`src/include/iox_pkg.sv`:
```
/*
  Shared constants and types of the I/O expander target block.
  Assumes a single 25 MHz clock and a synchronous active-high system reset.
*/
package iox_pkg;

  localparam int PORT_W = 8;

  // Target addresses chosen by the select pin
  localparam logic [6:0] ADDR_SEL_LOW = 7'h20;
  localparam logic [6:0] ADDR_SEL_HIGH = 7'h21;

  // Command values selecting a byte register
  localparam logic [1:0] CMD_INPUT = 2'h0;
  localparam logic [1:0] CMD_OUTPUT = 2'h1;
  localparam logic [1:0] CMD_POLARITY = 2'h2;
  localparam logic [1:0] CMD_CONFIG = 2'h3;

  // Values after reset
  localparam logic [7:0] RST_OUTPUT = 8'hff;
  localparam logic [7:0] RST_POLARITY = 8'h00;
  localparam logic [7:0] RST_CONFIG = 8'hff;
  localparam logic [1:0] RST_CMD = 2'h0;

  // Bit count at which a byte is complete
  localparam logic [3:0] BYTE_BITS = 4'h8;

  // Number of synchroniser stages on every pin input
  localparam int SYNC_STAGES = 2;

  typedef enum logic [2:0] {
    ST_IDLE = 3'b000,
    ST_ADDR = 3'b001,
    ST_AACK = 3'b010,
    ST_RX = 3'b011,
    ST_RACK = 3'b100,
    ST_TX = 3'b101,
    ST_TACK = 3'b110
  } iox_state_t;

  // Pin inputs that cross into the clock domain together
  typedef struct packed {
    logic rstPinN;
    logic addrSel;
    logic scl;
    logic sda;
    logic [7:0] port;
  } iox_pins_t;

endpackage : iox_pkg

```
`src/rtl/iox_expander.sv`:
```
/*
  Two-wire target logic of an 8-bit I/O expander with change alert.
  Assumes bus pins, port pins and the reset pin are asynchronous to mclk,
  and external pull-ups on SDA and the alert line.
*/
//
// What this block does
// - Reset pin low forces all registers and bus state to defaults.
// - Port pins follow the registers only while the reset pin is high; while it is low they take reset values.
// - Any edge moving an input-configured pin off its value at last clearing asserts the alert.
// - Alert releases when changed inputs return to values at last clearing.
// - Reading the alerting port clears the alert at its ack bit rising SCL.
// - Input change during the clearing ack pulse may be lost.
// - After clearing, the first later input change asserts the alert again.
// - Transfers to other targets leave alert state untouched.
// - Output-configured pins never raise the alert.
// - Switching a pin to input may raise a spurious alert.
// - Alert is active-low open drain, driven low only when asserted.
// - Any number of data bytes accepted after the command byte.
// - Read phase returns register selected by latest command byte.
// - Each data byte is captured on rising edge of its ack clock.
// - Stop may end a transfer; data captured at latest ack stays.
// - With input port selected, reads may follow the address directly.
// - Respond to 0x20 with select pin low, 0x21 with it high.
// - Commands 0..3 select input, output, polarity, configuration; input unwritable.
// - Configuration bit 1 makes pin input, 0 makes it output.
// - Polarity bit inverts the reported input value of its pin.
`timescale 1ns/1ps
module iox_expander (
  input wire logic mclk, // 25 MHz system clock
  input wire logic rst, // Synchronous reset, active high
  input wire logic rstPinN, // Reset pin, active low, asynchronous
  input wire logic addrSel, // Address select pin
  input wire logic scl, // Bus clock from controller
  input wire logic sdaIn, // Bus data level
  output logic sdaOut, // Bus data drive value, always low
  output logic sdaOe, // Bus data pull-down enable
  input wire logic [7:0] portIn, // Port pin levels
  output logic [7:0] portOut, // Port pin drive values
  output logic [7:0] portOe, // Port pin drive enables
  output logic alertOutN, // Alert drive value, always low
  output logic alertOe // Alert pull-down enable
);

  //////////////////////////////////////////////////////////////////////////////
  // Pin synchronisation and reset

  iox_pkg::iox_pins_t pinsAsync;
  iox_pkg::iox_pins_t pinsSync;
  iox_pkg::iox_pins_t pinsRstVal;
  logic rstInt;

  assign pinsAsync = '{rstPinN: rstPinN, addrSel: addrSel, scl: scl, sda: sdaIn, port: portIn};
  assign pinsRstVal = '{rstPinN: 1'b1, addrSel: 1'b0, scl: 1'b1, sda: 1'b1, port: 8'h00};

  iox_sync #(
    .WIDTH($bits(iox_pkg::iox_pins_t))
  ) u_sync (
    .mclk(mclk),
    .asyncIn(pinsAsync),
    .resetVal(pinsRstVal),
    .rst(rst),
    .syncOut(pinsSync)
  );

  // Reset pin acts as long as it is low
  assign rstInt = rst | ~pinsSync.rstPinN;

  //////////////////////////////////////////////////////////////////////////////
  // Bus condition detection

  logic sclPrev_q;
  logic sdaPrev_q;
  logic sclRise;
  logic sclFall;
  logic startDet;
  logic stopDet;

  always_ff @(posedge mclk) begin
    if (rstInt) begin
      sclPrev_q <= 1'b1;
      sdaPrev_q <= 1'b1;
    end else begin
      sclPrev_q <= pinsSync.scl;
      sdaPrev_q <= pinsSync.sda;
    end
  end

  assign sclRise = pinsSync.scl & ~sclPrev_q;
  assign sclFall = ~pinsSync.scl & sclPrev_q;
  assign startDet = pinsSync.scl & sclPrev_q & sdaPrev_q & ~pinsSync.sda;
  assign stopDet = pinsSync.scl & sclPrev_q & ~sdaPrev_q & pinsSync.sda;

  //////////////////////////////////////////////////////////////////////////////
  // Register read decode

  logic [7:0] out_q;
  logic [7:0] pol_q;
  logic [7:0] cfg_q;
  logic [1:0] cmd_q;
  logic [7:0] inputVal;

  assign inputVal = pinsSync.port ^ pol_q;

  function automatic logic [7:0] regRead(input logic [1:0] sel, input logic [7:0] inV,
                                        input logic [7:0] outV, input logic [7:0] polV,
                                        input logic [7:0] cfgV);
    case (sel)
      iox_pkg::CMD_INPUT: regRead = inV;
      iox_pkg::CMD_OUTPUT: regRead = outV;
      iox_pkg::CMD_POLARITY: regRead = polV;
      default: regRead = cfgV;
    endcase
  endfunction : regRead

  //////////////////////////////////////////////////////////////////////////////
  // Bus state machine

  iox_pkg::iox_state_t state_q;
  logic [3:0] bitCnt_q;
  logic [7:0] shift_q;
  logic [7:0] tx_q;
  logic rw_q;
  logic cmdPend_q;
  logic ackOk_q;
  logic [6:0] ownAddr;
  logic [7:0] rdVal;

  assign ownAddr = pinsSync.addrSel ? iox_pkg::ADDR_SEL_HIGH : iox_pkg::ADDR_SEL_LOW;
  assign rdVal = regRead(cmd_q, inputVal, out_q, pol_q, cfg_q);

  always_ff @(posedge mclk) begin
    if (rstInt) begin
      state_q <= iox_pkg::ST_IDLE;
      bitCnt_q <= 4'h0;
      shift_q <= 8'h00;
      tx_q <= 8'h00;
      rw_q <= 1'b0;
      cmdPend_q <= 1'b0;
      ackOk_q <= 1'b0;
      sdaOe <= 1'b0;
    end else if (startDet) begin
      state_q <= iox_pkg::ST_ADDR;
      bitCnt_q <= 4'h0;
      sdaOe <= 1'b0;
    end else if (stopDet) begin
      state_q <= iox_pkg::ST_IDLE;
      sdaOe <= 1'b0;
    end else begin
      case (state_q)
        iox_pkg::ST_ADDR, iox_pkg::ST_RX: begin
          if (sclRise && bitCnt_q != iox_pkg::BYTE_BITS) begin
            shift_q <= {shift_q[6:0], pinsSync.sda};
            bitCnt_q <= bitCnt_q + 4'h1;
          end else if (sclFall && bitCnt_q == iox_pkg::BYTE_BITS) begin
            bitCnt_q <= 4'h0;
            if (state_q == iox_pkg::ST_RX) begin
              sdaOe <= 1'b1;
              state_q <= iox_pkg::ST_RACK;
            end else if (shift_q[7:1] == ownAddr) begin
              sdaOe <= 1'b1;
              rw_q <= shift_q[0];
              state_q <= iox_pkg::ST_AACK;
            end else begin
              state_q <= iox_pkg::ST_IDLE;
            end
          end
        end
        iox_pkg::ST_AACK: begin
          if (sclFall) begin
            if (rw_q) begin
              tx_q <= rdVal;
              sdaOe <= ~rdVal[7];
              bitCnt_q <= 4'h1;
              state_q <= iox_pkg::ST_TX;
            end else begin
              sdaOe <= 1'b0;
              cmdPend_q <= 1'b1;
              state_q <= iox_pkg::ST_RX;
            end
          end
        end
        iox_pkg::ST_RACK: begin
          if (sclRise) begin
            cmdPend_q <= 1'b0;
          end else if (sclFall) begin
            sdaOe <= 1'b0;
            state_q <= iox_pkg::ST_RX;
          end
        end
        iox_pkg::ST_TX: begin
          if (sclFall) begin
            if (bitCnt_q == iox_pkg::BYTE_BITS) begin
              sdaOe <= 1'b0;
              state_q <= iox_pkg::ST_TACK;
            end else begin
              sdaOe <= ~tx_q[3'h7 - bitCnt_q[2:0]];
              bitCnt_q <= bitCnt_q + 4'h1;
            end
          end
        end
        iox_pkg::ST_TACK: begin
          if (sclRise) begin
            ackOk_q <= ~pinsSync.sda;
          end else if (sclFall) begin
            if (ackOk_q) begin
              tx_q <= rdVal;
              sdaOe <= ~rdVal[7];
              bitCnt_q <= 4'h1;
              state_q <= iox_pkg::ST_TX;
            end else begin
              state_q <= iox_pkg::ST_IDLE;
            end
          end
        end
        default: begin
          state_q <= iox_pkg::ST_IDLE;
        end
      endcase
    end
  end

  //////////////////////////////////////////////////////////////////////////////
  // Register file

  logic dataCapture;

  // Command byte and data bytes are taken at the ack clock rising edge
  assign dataCapture = (state_q == iox_pkg::ST_RACK) && sclRise && !startDet && !stopDet;

  always_ff @(posedge mclk) begin
    if (rstInt) begin
      cmd_q <= iox_pkg::RST_CMD;
      out_q <= iox_pkg::RST_OUTPUT;
      pol_q <= iox_pkg::RST_POLARITY;
      cfg_q <= iox_pkg::RST_CONFIG;
    end else if (dataCapture) begin
      if (cmdPend_q) begin
        cmd_q <= shift_q[1:0];
      end else begin
        case (cmd_q)
          iox_pkg::CMD_OUTPUT: out_q <= shift_q;
          iox_pkg::CMD_POLARITY: pol_q <= shift_q;
          iox_pkg::CMD_CONFIG: cfg_q <= shift_q;
          default: ;
        endcase
      end
    end
  end

  // Port drivers follow the registers; reset keeps every pin undriven
  always_ff @(posedge mclk) begin
    if (rstInt) begin
      portOut <= iox_pkg::RST_OUTPUT;
      portOe <= ~iox_pkg::RST_CONFIG;
    end else begin
      portOut <= out_q;
      portOe <= ~cfg_q;
    end
  end

  //////////////////////////////////////////////////////////////////////////////
  // Change alert

  logic [7:0] snap_q;
  logic [7:0] snapD;
  logic clearNow;
  logic alertD;

  // The clear point is the ack clock rise of an input port read; a change in that
  // same mclk cycle lands in the snapshot and is not flagged
  assign clearNow = (state_q == iox_pkg::ST_TACK) && sclRise && !startDet && !stopDet
                    && cmd_q == iox_pkg::CMD_INPUT;
  assign snapD = clearNow ? pinsSync.port : snap_q;
  assign alertD = |((pinsSync.port ^ snapD) & cfg_q);

  // Snapshot follows the pins while the reset pin is low, so no alert right after it; under rst it loads the synchroniser reset value 8'h00
  always_ff @(posedge mclk) begin
    if (rstInt) begin
      snap_q <= pinsSync.port;
      alertOe <= 1'b0;
      alertOutN <= 1'b0;
      sdaOut <= 1'b0;
    end else begin
      snap_q <= snapD;
      alertOe <= alertD;
      alertOutN <= 1'b0;
      sdaOut <= 1'b0;
    end
  end

  //////////////////////////////////////////////////////////////////////////////
  // Checks

  property p_reset_defaults;
    @(posedge mclk) rstInt |=> (cfg_q == 8'hff && out_q == 8'hff && pol_q == 8'h00
                                && state_q == iox_pkg::ST_IDLE && !alertOe);
  endproperty
  a_reset_defaults: assert property (p_reset_defaults) else $error("reset defaults wrong");

  property p_alert_set;
    @(posedge mclk) disable iff (rstInt) !clearNow && ((pinsSync.port ^ snap_q) & cfg_q) != 8'h00 |=> alertOe;
  endproperty
  a_alert_set: assert property (p_alert_set) else $error("alert not raised");

  property p_alert_quiet;
    @(posedge mclk) disable iff (rstInt) (((pinsSync.port ^ snap_q) & cfg_q) == 8'h00 && !clearNow)
      |=> !alertOe;
  endproperty
  a_alert_quiet: assert property (p_alert_quiet) else $error("alert without input change");

  property p_alert_clear;
    @(posedge mclk) disable iff (rstInt) clearNow |=> !alertOe ##1 (snap_q == $past(pinsSync.port, 2));
  endproperty
  a_alert_clear: assert property (p_alert_clear) else $error("read did not clear alert");

  property p_capture;
    @(posedge mclk) disable iff (rstInt) (dataCapture && !cmdPend_q && cmd_q == iox_pkg::CMD_CONFIG)
      |=> cfg_q == $past(shift_q) ##1 portOe == ~$past(shift_q, 2);
  endproperty
  a_capture: assert property (p_capture) else $error("data byte not captured");

  property p_input_readonly;
    @(posedge mclk) disable iff (rstInt) (dataCapture && !cmdPend_q && cmd_q == iox_pkg::CMD_INPUT)
      |=> $stable(out_q) && $stable(pol_q) && $stable(cfg_q);
  endproperty
  a_input_readonly: assert property (p_input_readonly) else $error("input port write took effect");

  property p_addr_match;
    @(posedge mclk) disable iff (rstInt) (state_q == iox_pkg::ST_ADDR && sclFall && !startDet
      && !stopDet && bitCnt_q == 4'h8 && shift_q[7:1] == ownAddr) |=> sdaOe && state_q == iox_pkg::ST_AACK;
  endproperty
  a_addr_match: assert property (p_addr_match) else $error("own address not acknowledged");

  property p_other_target;
    @(posedge mclk) disable iff (rstInt) (state_q == iox_pkg::ST_ADDR && sclFall && !startDet
      && !stopDet && bitCnt_q == 4'h8 && shift_q[7:1] != ownAddr) |=> state_q == iox_pkg::ST_IDLE && !sdaOe;
  endproperty
  a_other_target: assert property (p_other_target) else $error("foreign address answered");

  property p_start_abandon;
    @(posedge mclk) disable iff (rstInt) startDet |=> state_q == iox_pkg::ST_ADDR && bitCnt_q == 4'h0 && !sdaOe;
  endproperty
  a_start_abandon: assert property (p_start_abandon) else $error("start did not restart address");

endmodule : iox_expander

```
`src/rtl/iox_sync.sv`:
```
/*
  Multi-bit two-stage synchroniser for asynchronous pin inputs.
  Assumes each bit is independent; no bus coherency is implied.
*/
`timescale 1ns/1ps
module iox_sync #(
  parameter int WIDTH = 12
) (
  input wire logic mclk, // System clock
  input wire logic [WIDTH-1:0] asyncIn, // Pin levels
  input wire logic [WIDTH-1:0] resetVal, // Value loaded under reset
  input wire logic rst, // Synchronous reset
  output logic [WIDTH-1:0] syncOut // Synchronised levels
);

  logic [WIDTH-1:0] meta_q;

  // First stage feeds only the second stage
  always_ff @(posedge mclk) begin
    meta_q <= asyncIn;
  end

  always_ff @(posedge mclk) begin
    if (rst) begin
      syncOut <= resetVal;
    end else begin
      syncOut <= meta_q;
    end
  end

endmodule : iox_sync

```
`config.mk`:
```
export PLATFORM = sky130hd
export DESIGN_NAME = iox_expander
export DESIGN_NICKNAME = d
export VERILOG_FILES = /design/src/include/iox_pkg.sv /design/src/rtl/iox_expander.sv /design/src/rtl/iox_sync.sv
export SDC_FILE = /design/constraint.sdc
export NUM_CORES = 1
export LEC_CHECK = 0
export BUFFER_PORTS_ARGS = -buffer_cell sky130_fd_sc_hd__buf_2
export CORE_MARGIN = 3
export CORE_UTILIZATION = 25
export DETAILED_ROUTE_END_ITERATION = 16
export PLACE_DENSITY = 0.43
export SLEW_MARGIN = 20
export SYNTH_ARGS = -nofsm -noshare
export SYNTH_HDL_FRONTEND = slang
export SYNTH_SLANG_ARGS = --single-unit
```
`constraint.sdc`:
```
create_clock -name mclk -period 1.8 [get_ports mclk]
set_clock_uncertainty 0.15 [all_clocks]
set_input_delay 0.54 -clock mclk [delete_from_list [all_inputs] [get_ports mclk]]
set_output_delay 0.54 -clock mclk [all_outputs]
set_load 0.005 [all_outputs]
```
==> impl_metrics.ini <==
[place]
place_congestion = 0.863
place_area_mm2 = 0.00502
place_inst = 715
pre_cts_slack_ns = -0.140
io_buffers = 31
place_hpwl_mm = 7.86

[routing]
vias = 3308
drc = 0
viasPerCell = 4.51
first_pass_iters = 4
drt_wl_total_mm = 10.6
routedWlPerCell_um = 14.4
ant_nets = 0
drt_iter0_drc = 217

[final_layout]
final_cells = 734
fin_area_mm2 = 0.00544
nets = 525
area_growth_pct = 26.2
n_antenna_cell = 0
drive_above_1_share_pct = 30.4
fillers = 1747

[yosys]
syn_area_mm2 = 0.00431
synth_adder_area_share_pct = 0.581
synthArstFlopShare_pct = 0
netlist_top_cells_area = dfxtp_1 48%, mux2i_1 9.3%, mux2_2 4.2%, nand2_1 3.7%, a21oi_1 3.6%
synth_common_cells = 104 x dfxtp_1, 43 x nand2_1, 40 x mux2i_1
synthCells = 438
synth-xor-area-share_pct = 1.83
yosys_warnings = 0
synth_top_family_by_area = simple AND/OR/NAND/NOR gates
synth_cell_types = 64
syn_avg_cell_area_um2 = 9.84
synthFlopType = dfxtp_1
ys_seq_area_share_pct = 48.3
synth_top_area_share_pct = 48.3
synthMuxAreaShare_pct = 14.5
yosysMostFrequentCell = dfxtp_1
yosys.area_share.simple_pct = 19.3
ys_ff_latch = 104
synth_edf_count = 0
synth_top_cell_by_area = dfxtp_1
synth-compound-area-share_pct = 11.2

[die]
initial_utilization_pct = 25.8
ios = 34
die_w_um = 137
design.die.area_mm2 = 0.0188
die_h_um = 137
core_mm2 = 0.0167
rows = 47

[sta]
worst_pin_slew_ns = 0.683
rsz0062_at_grt = true
slew_viol_final = 0
setup_violations = 6
hold_viol_final = 0
layout_setup_ws_ns = -0.0714
slew_headroom_pct = 54.0
fmax_mhz = 534
period_needed_ns = 1.87
holdWs_ns = 0.137
min_period_over_period_pct = 104

[setup_path]
path_class = flop to flop
arrival_ns = 2.00
reg2reg_depth = 5
worst_setup_path_start_kind = flop
worstSetupEndpointType = flop
cp_max_fo = 3
cp.required_ns = 1.93

[min_path]
min_path_type = input port to flop
min_path_cells = 1

[clock_tree]
cts-root-buf = clkbuf_16
cts_hold_buf = 0
cts.sinks = 104
path_clk_slew_ns = 0.07
cts_tree = built
cts_max_path_buffers = 2
cts_made_buffers = 9
clk-insertion-delay-late_ns = 0.35
h-tree-depth = 3

[global_routing]
grt_pass1_wl_mm = 17.5
grt_max_degree = 39
grtUsageTotal_pct = 12.1
grt_pass1_vias = 3145
grt-ovfl-total = 0
antenna_found_initial = 0

[power_and_ir_drop]
peakVddDrop_uv = 738
powerDensity_mw_per_mm2 = 840
p_leak_nw = 2.12

[run_status]
outcome = finished with violations
violations = setup timing

[flow_run]
max_cap_viol_count = 0
## power by group
group | switching, mW | internal [mW] | leakage (nW)
registers | 0.0378 | 2.35 | 0.852
logic | 0.127 | 0.119 | 1.12
clock network | 0.902 | 1.04 | 0.149
total | 1.07 | 3.50 | 2.12
## path summary, 6_finish.rpt
path / startpoint / to / slack [ns]
setup / recovery: shift_q[7]$_SDFFE_PP0P_ / state_q[1]$_SDFFE_PP0P_ / -0.07
hold / removal: portIn[5] / u_sync.meta_q[5]$_DFF_P_ / 0.14
setup reg to reg: shift_q[7]$_SDFFE_PP0P_ / state_q[1]$_SDFFE_PP0P_ / -0.07
hold reg to reg: u_sync.meta_q[11]$_DFF_P_ / u_sync.syncOut[11]$_SDFF_PP1_ / 0.26
## layout by cell type, fill, tap and decap left out, types with 2 or more instances in the layout
cell and n:
dfxtp_1 97, buf_4 49, nand2_1 43, mux2i_1 40
nor2_1 33, buf_2 31, a21oi_1 28, mux2_2 16
nand2b_1 15, nor2b_1 13, nor3_1 11, o21ai_0 9
xor2_1 9, clkbuf_16 9, o211ai_1 8, nand3_1 7
inv_1 6, nand4_1 4, dfxtp_2 4, a21oi_2 3
a211oi_1 3, or2_2 3, dfxtp_4 3, buf_6 3
nor3_2 2, or3_1 2, and2_2 2, o21ai_1 2
nand2b_4 2, nand4b_1 2, o31ai_1 2, nor3b_1 2
mux4_2 2, a22o_1 2, a221oi_1 2, conb_1 2
clkbuf_8 2, inv_6 2
## cells by family (layout without fill, tap and decap cells)
| group | count (synthesis) | count (layout) |
|---|---|---|
| AO/OA/AOI/OAI | 76 | 76 |
| XOR/XNOR | 9 | 9 |
| adder cells (fa/ha/maj) | 2 | 2 |
| buffers and inverters | 31 | 106 |
| flip-flops | 104 | 104 |
| multiplexers | 58 | 58 |
| other | 1 | 2 |
| AND/OR/NAND/NOR | 157 | 157 |
## stage by stage
step / utilization [%] / TNS [ns] / power [mW]
global route: 32.6 / -1.17 / 4.77
finish: 32.6 / -0.228 / 4.57
CTS: 32.2 / -0.226 / 4.63
floorplan: - / -0.00344 / 2.59
detailed placement: 30.1 / -2.05 / 2.68
global placement: 30.1 / -2.03 / 2.68
## what timing repair did
action	in CTS	in global routing
endpoints found under the setup margin	28	48
hold endpoints to repair	0	0
pin swaps	2	4
resized for setup	11	17
buffers inserted	2	1
## worst max-delay path, cell delays in order (launching register included)
cell and delay (ns):
dfxtp_2 0.32, or4b_4 0.54, nor4_4 0.22, a21oi_1 0.10
or3_1 0.33, a21oi_2 0.13
## state kept, by name, summed over array words and instances, names as in the netlist, 2 cells and up
| signal | flops |
|---|---|
| pol_q | 8 |
| shift_q | 8 |
| cfg_q | 8 |
| cmd_q | 2 |
| snap_q | 8 |
| out_q | 8 |
| bitCnt_q | 4 |
| u_sync.meta_q | 12 |
| portOut | 8 |
| state_q | 3 |
| u_sync.syncOut | 12 |
| portOe | 8 |
| tx_q | 8 |
## layout make-up
cell class              instances  area (um^2)  share of cell area, %
clock inverters                 5         47.5                  0.874
flip-flops and latches        104         2100                   38.6
repair buffers                 84          577                   10.6
well taps                     220          275                   5.06
multi-input cells             304         2160                   39.8
inverters                       6         22.5                  0.414
clock buffers                  11          253                   4.65
## metal layers
| layer | vias up | track usage (%) | part of all wire [%] |
|---|---|---|---|
| li1 | 1673 | - | - |
| met1 | 1559 | 17.3 | 52 |
| met2 | 67 | 18.0 | 43 |
| met3 | 9 | 2.96 | 3.8 |
| met4 | 0 | 3.82 | 1.4 |
| met5 | - | 0 | 0 |
Note: power is estimated with default switching activity, not from simulation.
